==> src/srw_pkg.sv <==
// Shared constants of the supply reset and watchdog supervisor.
// Assumes a single 10 MHz system clock.
package srw_pkg;
	localparam int unsigned CLK_HZ = 10_000_000;
	localparam int unsigned CYC_PER_MS = CLK_HZ / 1000;
	// Reset hold time, ms
	localparam int unsigned RST_HOLD_MIN_MS = 140;
	localparam int unsigned RST_HOLD_TYP_MS = 200;
	localparam int unsigned RST_HOLD_MAX_MS = 280;
	localparam int unsigned RST_HOLD_CYC = RST_HOLD_TYP_MS * CYC_PER_MS;
	// Watchdog period, ms
	localparam int unsigned WDOG_MIN_MS = 1000;
	localparam int unsigned WDOG_TYP_MS = 1600;
	localparam int unsigned WDOG_MAX_MS = 2250;
	localparam int unsigned WDOG_CYC = WDOG_TYP_MS * CYC_PER_MS;
	localparam int unsigned CNT_W = 32;
	// Synchroniser reset levels
	localparam logic MRST_RST_VAL = 1'b1;
	localparam logic SUPPLY_LOW_RST_VAL = 1'b1;
	localparam logic KICK_RST_VAL = 1'b0;
	localparam logic DRIVEN_RST_VAL = 1'b0;
endpackage

==> src/srw_sync_if.sv <==
// Carrier between a pin synchroniser and the supervisor core.
// Raw pin level in, asynchronous to i_mclk; filtered level out on i_mclk.
`timescale 1ns/1ns
interface srw_sync_if;
	logic raw;
	logic filt;
	modport sync (input raw, output filt);
	modport core (output raw, input filt);
endinterface

==> src/srw_top.sv <==
// Supply reset and watchdog supervisor output logic.
// Assumes i_mclk is a free-running internal timebase; inputs are async pins.
`timescale 1ns/1ns
module srw_top #(
	parameter int unsigned HOLD_CYC = srw_pkg::RST_HOLD_CYC,
	parameter int unsigned WDOG_CYC = srw_pkg::WDOG_CYC
) (
	input wire logic i_mclk,
	input wire logic i_reset_n,
	input wire logic i_supply_low,
	input wire logic i_manual_rst_n,
	input wire logic i_wdog_kick_in,
	input wire logic i_wdog_kick_driven,
	output logic o_rst_n,
	output logic o_rst,
	output logic o_wdog_timeout_n
);
	srw_sync_if supply_if ();
	srw_sync_if mrst_if ();
	srw_sync_if kick_if ();
	srw_sync_if drv_if ();

	logic supply_low_s;
	logic manual_rst_n_s;
	logic kick_s;
	logic wdog_en_s;
	logic assert_cond;
	logic rst_act_r;
	logic [srw_pkg::CNT_W-1:0] hold_cnt_r;
	logic kick_prev_r;
	logic kick_edge;
	logic wd_clear;
	logic [srw_pkg::CNT_W-1:0] wd_cnt_r;
	logic [srw_pkg::CNT_W-1:0] wd_cnt_nxt;
	logic wdo_n_r;
	logic [srw_pkg::CNT_W-1:0] ref_hold_r;
	logic [srw_pkg::CNT_W-1:0] ref_idle_r;

	////////////////////////////////////////////////////////////////////////
	// Input synchronisation
	assign supply_if.raw = i_supply_low;
	assign mrst_if.raw = i_manual_rst_n;
	assign kick_if.raw = i_wdog_kick_in;
	assign drv_if.raw = i_wdog_kick_driven;

	srw_sync3 #(.RST_VAL(srw_pkg::SUPPLY_LOW_RST_VAL)) u_sync_supply (
		.i_mclk(i_mclk),
		.i_reset_n(i_reset_n),
		.pin(supply_if.sync)
	);
	srw_sync3 #(.RST_VAL(srw_pkg::MRST_RST_VAL)) u_sync_mrst (
		.i_mclk(i_mclk),
		.i_reset_n(i_reset_n),
		.pin(mrst_if.sync)
	);
	srw_sync3 #(.RST_VAL(srw_pkg::KICK_RST_VAL)) u_sync_kick (
		.i_mclk(i_mclk),
		.i_reset_n(i_reset_n),
		.pin(kick_if.sync)
	);
	srw_sync3 #(.RST_VAL(srw_pkg::DRIVEN_RST_VAL)) u_sync_drv (
		.i_mclk(i_mclk),
		.i_reset_n(i_reset_n),
		.pin(drv_if.sync)
	);

	assign supply_low_s = supply_if.filt;
	assign manual_rst_n_s = mrst_if.filt;
	assign kick_s = kick_if.filt;
	assign wdog_en_s = drv_if.filt;

	////////////////////////////////////////////////////////////////////////
	// Reset generator
	assign assert_cond = supply_low_s | ~manual_rst_n_s;

	always_ff @(posedge i_mclk or negedge i_reset_n) begin
		if (!i_reset_n) begin
			rst_act_r <= 1'b1;
			hold_cnt_r <= '0;
		end else if (assert_cond) begin
			rst_act_r <= 1'b1;
			hold_cnt_r <= '0;
		end else if (rst_act_r) begin
			if (hold_cnt_r == srw_pkg::CNT_W'(HOLD_CYC - 1)) begin
				rst_act_r <= 1'b0;
				hold_cnt_r <= '0;
			end else begin
				hold_cnt_r <= hold_cnt_r + 1'b1;
			end
		end
	end

	assign o_rst_n = ~rst_act_r;
	assign o_rst = rst_act_r;

	////////////////////////////////////////////////////////////////////////
	// Watchdog
	always_ff @(posedge i_mclk or negedge i_reset_n) begin
		if (!i_reset_n) begin
			kick_prev_r <= srw_pkg::KICK_RST_VAL;
		end else begin
			kick_prev_r <= kick_s;
		end
	end

	assign kick_edge = kick_s ^ kick_prev_r;
	assign wd_clear = supply_low_s | ~wdog_en_s | kick_edge;

	always_comb begin
		if (wd_clear) begin
			wd_cnt_nxt = '0;
		end else if (wd_cnt_r == srw_pkg::CNT_W'(WDOG_CYC)) begin
			wd_cnt_nxt = wd_cnt_r;
		end else begin
			wd_cnt_nxt = wd_cnt_r + 1'b1;
		end
	end

	always_ff @(posedge i_mclk or negedge i_reset_n) begin
		if (!i_reset_n) begin
			wd_cnt_r <= '0;
			wdo_n_r <= 1'b1;
		end else begin
			wd_cnt_r <= wd_cnt_nxt;
			// Low on supply loss or when the count reaches the period
			wdo_n_r <= ~supply_low_s & (wd_cnt_nxt != srw_pkg::CNT_W'(WDOG_CYC));
		end
	end

	assign o_wdog_timeout_n = wdo_n_r;

	////////////////////////////////////////////////////////////////////////
	// Reference counters for the checks
	// Cycles since the reset cause last cleared, saturating at the hold length
	always_ff @(posedge i_mclk or negedge i_reset_n) begin
		if (!i_reset_n) begin
			ref_hold_r <= '0;
		end else if (assert_cond) begin
			ref_hold_r <= '0;
		end else if (ref_hold_r != srw_pkg::CNT_W'(HOLD_CYC)) begin
			ref_hold_r <= ref_hold_r + 1'h1;
		end
	end

	// Cycles since the last kick edge, saturating at the period
	always_ff @(posedge i_mclk or negedge i_reset_n) begin
		if (!i_reset_n) begin
			ref_idle_r <= '0;
		end else if (kick_edge) begin
			ref_idle_r <= '0;
		end else if (ref_idle_r != srw_pkg::CNT_W'(WDOG_CYC)) begin
			ref_idle_r <= ref_idle_r + 1'h1;
		end
	end
endmodule

==> src/srw_sync3.sv <==
// Three-stage pin synchroniser with agreement filter.
// Assumes the raw input is asynchronous to i_mclk.
`timescale 1ns/1ns
module srw_sync3 #(
	parameter logic RST_VAL = 1'b0
) (
	input wire logic i_mclk,
	input wire logic i_reset_n,
	srw_sync_if.sync pin
);
	logic s1_r;
	logic s2_r;
	logic s3_r;
	logic filt_r;

	always_ff @(posedge i_mclk or negedge i_reset_n) begin
		if (!i_reset_n) begin
			s1_r <= RST_VAL;
			s2_r <= RST_VAL;
			s3_r <= RST_VAL;
		end else begin
			s1_r <= pin.raw;
			s2_r <= s1_r;
			s3_r <= s2_r;
		end
	end

	// Change taken once stages two and three agree
	always_ff @(posedge i_mclk or negedge i_reset_n) begin
		if (!i_reset_n) begin
			filt_r <= RST_VAL;
		end else if (s2_r == s3_r) begin
			filt_r <= s3_r;
		end
	end

	assign pin.filt = filt_r;
endmodule

==> config.mk <==
export PLATFORM = sky130hd
export DESIGN_NAME = srw_top
export DESIGN_NICKNAME = d
export VERILOG_FILES = /design/src/srw_pkg.sv /design/src/srw_sync_if.sv /design/src/srw_top.sv /design/src/srw_sync3.sv
export SDC_FILE = /design/constraint.sdc
export NUM_CORES = 1
export LEC_CHECK = 0
export BUFFER_PORTS_ARGS = -buffer_cell sky130_fd_sc_hd__buf_2
export CAP_MARGIN = 10
export CORE_MARGIN = 2
export CORE_UTILIZATION = 50
export DETAILED_ROUTE_END_ITERATION = 10
export PLACE_DENSITY = 0.7
export SLEW_MARGIN = 10
export SYNTH_ARGS = -nofsm -noshare
export SYNTH_HDL_FRONTEND = slang
export SYNTH_SLANG_ARGS = --single-unit
==> constraint.sdc <==
create_clock -name i_mclk -period 7.4 [get_ports i_mclk]
set_input_delay 1.48 -clock i_mclk [delete_from_list [all_inputs] [get_ports i_mclk]]
set_output_delay 1.48 -clock i_mclk [all_outputs]
set_load 0.02 [all_outputs]
## Yosys cells after proc, flatten, opt, wreduce, memory -nomap -nowiden

Cells that the tools add are included.

- Equality and inequality tests: 7
- Reduce and logical (&&, ||, !) cells: 1
- Add/subtract/negate cells: 2
- Muxes and demuxes: 8
- Bitwise gates (word level): 9

Operators by type and width:

| operator | count |
|---|---|
| $mux W32 | 5 |
| $add A32 B1 Y32 const B | 2 |
| $eq A32 B21 Y1 const B | 1 |
| $eq A32 B24 Y1 const B | 1 |
| $ne A32 B24 Y1 const B | 1 |
| $eq A1 B1 Y1 | 4 |
| $not A1 Y1 | 4 |
| $mux W1 | 3 |
| $or A1 B1 Y1 | 3 |
| $reduce_bool A2 Y1 | 1 |
| $and A1 B1 Y1 | 1 |
| $xor A1 B1 Y1 | 1 |

- Output and inout port bits: 3
- Register bits after elaboration: 83
- Input bits: 6

## Depth between registers and ports, before layout

- Depth in word-level cells: 6
- Depth in mapped cells: 10
- Depth with buffers taken out: 9

## Modules after synthesis

A second synthesis with hierarchy kept.

- Cells, all modules: 453
- Area total of the unflattened synthesis: 4266.6 µm²

By module, submodules not included:

| module | cells each | instances | area an instance (µm²) | seq. area each (µm²) |
|---|---|---|---|---|
| srw_top | 433 | 1 | 3811.2 | 1679.1 |
| srw_sync3 at u_sync_mrst ... | 5 | 2 | 116.4 | 105.1 |
| srw_sync3 at u_sync_drv ... | 5 | 2 | 111.4 | 100.1 |

## Worst setup path after synthesis

No wires, ideal clock.

- Path kind: register -> register
- Start point: register wd_cnt_r[1] (netlist bit)
- End point: register wdo_n_r, in the netlist o_wdog_timeout_n
- Arrival: 2.336 ns
- Library setup time: 0.075 ns
- Path buffers: 1
- Path slack: 4.989 ns
- Period minus slack after synthesis: 2.411 ns
- Cell stages (with the launch flop): 10
- Cells stage by stage: dfrtp_1 -> ha_1 -> nand3_1 -> or3_1 -> buf_6 -> or4_4 -> a21oi_2 -> o2111ai_1 -> and4bb_1 -> nor2_1

- Longest elaborated chain between the ends: 5
- Elaborated cells between the ends (all ways): 6
- Classes of those cells: 1 x add/sub; 2 x eq/ne; 2 x mux; 1 x bitwise

Ends and longest elaborated chain:

| what | line | text |
|---|---|---|
| start, declared | srw_top.sv:33 | `logic [srw_pkg::CNT_W-1:0] wd_cnt_r;` |
| start signal, assigned | srw_top.sv:124 | `wd_cnt_r <= wd_cnt_nxt;` |
| $add A32 B1 Y32 or $eq A32 B24 Y1 (tied branches) | srw_top.sv:115, srw_top.sv:112 |  |
| $mux W32 (*) | srw_top.sv:112 | `end else if (wd_cnt_r == srw_pkg::CNT_W'(WDOG_CYC)) begin` |
| $mux W32 (*) | srw_top.sv:110 | `if (wd_clear) begin` |
| named net wd_cnt_nxt (one bit) | srw_top.sv:34 | `logic [srw_pkg::CNT_W-1:0] wd_cnt_nxt;` |
| $ne A32 B24 Y1 (*) | srw_top.sv:126 | `wdo_n_r <= ~supply_low_s & (wd_cnt_nxt != srw_pkg::CNT_W'(WDOG_CYC));` |
| $and A1 B1 Y1 (*) | srw_top.sv:126 |  |
| end signal, assigned | srw_top.sv:126 |  |
| end, declared | srw_top.sv:35 | `logic wdo_n_r;` |

The timed path passes the listed nets; every way through them passes the cells marked *.
A chain may end at the register's enable or synchronous reset.

## Worst setup path in the final report

- Start point: register hold_cnt_r[0] (netlist bit)
- End point: register hold_cnt_r[17] (netlist bit)

- Longest elaborated chain between the ends: 4
- Elaborated cells between the ends (all ways): 5
- Classes of those cells: 1 x add/sub; 1 x eq/ne; 3 x mux

Ends and longest elaborated chain:

| what | line | text |
|---|---|---|
| start, declared | srw_top.sv:29 | `logic [srw_pkg::CNT_W-1:0] hold_cnt_r;` |
| start signal, assigned | srw_top.sv:88 | `hold_cnt_r <= hold_cnt_r + 1'b1;` |
| $add A32 B1 Y32 or $eq A32 B21 Y1 (tied branches) | srw_top.sv:88, srw_top.sv:84 |  |
| $mux W32 (*) | srw_top.sv:84 | `if (hold_cnt_r == srw_pkg::CNT_W'(HOLD_CYC - 1)) begin` |
| $mux W32 (*) | srw_top.sv:83 | `end else if (rst_act_r) begin` |
| $mux W32 (*) | srw_top.sv:80 | `end else if (assert_cond) begin` |

Every way passes the cells marked *; elsewhere a longest branch is shown, timed or not. The select of a mux whose other input is x is not followed.

==> run metrics <==
slew of the pin with the lowest slew margin=1100 ps; router iterations before antenna repair=4; H-tree depth=3; largest net degree at the start of global routing=84; CTS Buffer Depth=2; synth top area cells=dfrtp_1 41%, dfstp_2 5.8%, nor2_1 4.3%, xnor2_1 3.7%, o21ai_0 3.6%; DRT iter0 DRCs=201; fin nets=488; DRC errors left=0; most frequent cell on the critical path=o31ai_1; vias in the first global route=3385; CP Data Arrival Time=3220 ps; WP depth=8; Max-cap violations=0; Setup Fix Bufs, Post-CTS=0; root buf cell=clkbuf_8; worst clock skew=17.0 ps; post-CTS sizing=0; EDFF count, synth=0; Hold Crit Class=reg2reg; Clock transition at path regs=100 ps; WS Path Type=reg2reg; largest registers=hold_cnt_r x32, wd_cnt_r x32; Detail Placement HPWL=6390 um; flops & latches, synth=83; first-pass GRT wire length=16600 um; core area=0.00872 sq mm; mapped cell area=0.00449 sq mm; Netlist cell types=57; CP max-delay cell=or2_1; Die H=98.8 um; Vias/cell=6.12; crit-path leading delay family=simple AND/OR/NAND/NOR gates; Hold Buf Count CTS=0; Final Wtd Congestion=0.816; filler instances=779; worst r2r path cells=8; Syn Nets=494; Synth Area per Inst=9.26 sq um; worst hold slack=359 ps; Worst path max stage delay=910 ps; initial antenna violation count=0; VDD IR max=116 uV; Crit path buffers/inverters=0; Routed wire per std cell=16.0 um; diode count=0; Die X=98.8 um; setup TNS=0 ps; synth cell count leaders=73 x dfrtp_1, 52 x nor2_1, 40 x nand2_1; CP Max Fanout=31; count leader, synth=dfrtp_1; IO Port Bufs=8; gr ovfl total=0; Final ANT Viol Nets=0; Tot Pwr=0.851 mW; worst hold path depth=0; top_reg_cell synth=dfrtp_1; YS warnings=0; Post-Route WL=9470 um; via count=3625; Data required, critical path=7600 ps; RSZ-0062 raised after global routing=false; Critical Path End Type=flip-flop; CTS tree=built; Synth Instances=485; Final Max Slew Viols=0; Critical Path Start Type=flip-flop; final period utilization=0.408; min cycle time layout=3020 ps; Clock Latency Late Sink=360 ps; Max Freq=331 MHz; initial core utilization=0.515; status=complete, no violations; critical-path cell list=ha_1 -> nand4_1 -> or2_2 -> o31ai_1 -> or2_1 -> a21oi_1 -> o21ai_0 -> o31ai_1; CTS buffer count=9; LEAKAGE=1.82 nW; GRT Total Usage=0.208; ys async rst share=1.00; I/O pins=9; Rel. slew slack=0.269; Synth-to-Final Area Change=5.60%; Power Density=179 mW/mm^2; largest area contributor in the netlist=dfrtp_1; Fin. Hold Viols=0; endpoints failing setup=0; layout cell share with drive strength beyond 1=0.0992; # clock sinks=83; die area=0.00976 sq mm; register area share after synthesis=0.465; Cell Rows=34; Synth top area share=0.407
==> through the flow <==
step / cell area, sq um / worst slack (ps) / instances / utilization
floorplan: 4490 / 4990 / 485 / -
global placement: 4540 / 4460 / 576 / 0.521
detailed placement: 4540 / 4390 / 576 / 0.521
CTS: 4740 / 4350 / 592 / 0.544
global route: 4740 / 4050 / 592 / 0.544
finish: 4740 / 4380 / 592 / 0.544
==> layout by cell type, fill, tap and decap left out, types with 3 or more instances in the layout <==
cell type / count
a21oi_1: 16
xnor2_1: 19
xor2_1: 10
and4_1: 6
nor3_1: 10
buf_4: 3
o21ai_1: 15
inv_1: 15
nand3_1: 22
nor2_1: 52
o31ai_1: 12
nor4b_1: 6
o21a_1: 3
buf_2: 7
o41ai_1: 3
ha_1: 3
a31oi_1: 5
nand4_2: 3
o21ai_0: 32
dfrtp_1: 73
nand2b_1: 7
nand4_1: 15
inv_8: 3
or3_1: 11
and3_1: 6
maj3_1: 4
clkbuf_8: 9
or4_1: 4
nand2_1: 40
mux2i_1: 6
dfstp_2: 10
nor4_1: 17
==> power by group <==
part	internal (mW)	switching [mW]	total (mW)
clock network	0.134	0.194	0.328
registers	0.464	0.00673	0.471
logic	0.0158	0.0365	0.0523
==> metal layers <==
layer  track usage  wire [um]
met1         0.310       4610
met2         0.311       4410
met3        0.0362        390
met4        0.0611         64
met5             0          0
==> cells by family (layout without fill, tap and decap cells) <==
group	count (synthesis)	after routing	synth area share
adders and majority gates	7	7	0.0173
AOI/OAI and AO/OA	101	101	0.138
DFF	83	83	0.465
muxes	6	6	0.0134
and+or+nand+nor	217	217	0.266
buffers and inverters	42	41	0.0440
xor gates and xnor gates	29	29	0.0565
==> path summary, 6_finish.rpt <==
kind	slack [ps]	startpoint	end
max	4380	hold_cnt_r[0]$_DFFE_PN0P_	hold_cnt_r[17]$_DFFE_PN0P_
min	360	u_sync_drv.s1_r$_DFF_PN0_	u_sync_drv.s2_r$_DFF_PN0_
max reg2reg	4380	hold_cnt_r[0]$_DFFE_PN0P_	hold_cnt_r[17]$_DFFE_PN0P_
min reg2reg	360	u_sync_drv.s1_r$_DFF_PN0_	u_sync_drv.s2_r$_DFF_PN0_
max in group asynchronous	5420	i_reset_n	hold_cnt_r[27]$_DFFE_PN0P_
min in group asynchronous	1240	i_reset_n	wd_cnt_r[26]$_DFF_PN0_
==> layout make-up <==
cell class	instances	area (sq um)	area share
clock inverters	7	76.3	0.0161
multi-input cells	360	2210	0.465
clock buffers	9	124	0.0261
inverters	15	56.3	0.0119
flip-flops and latches	83	2090	0.440
well taps	108	135	0.0285
repair buffers	10	57.6	0.0121
Note: power is estimated with default switching activity, not from simulation.
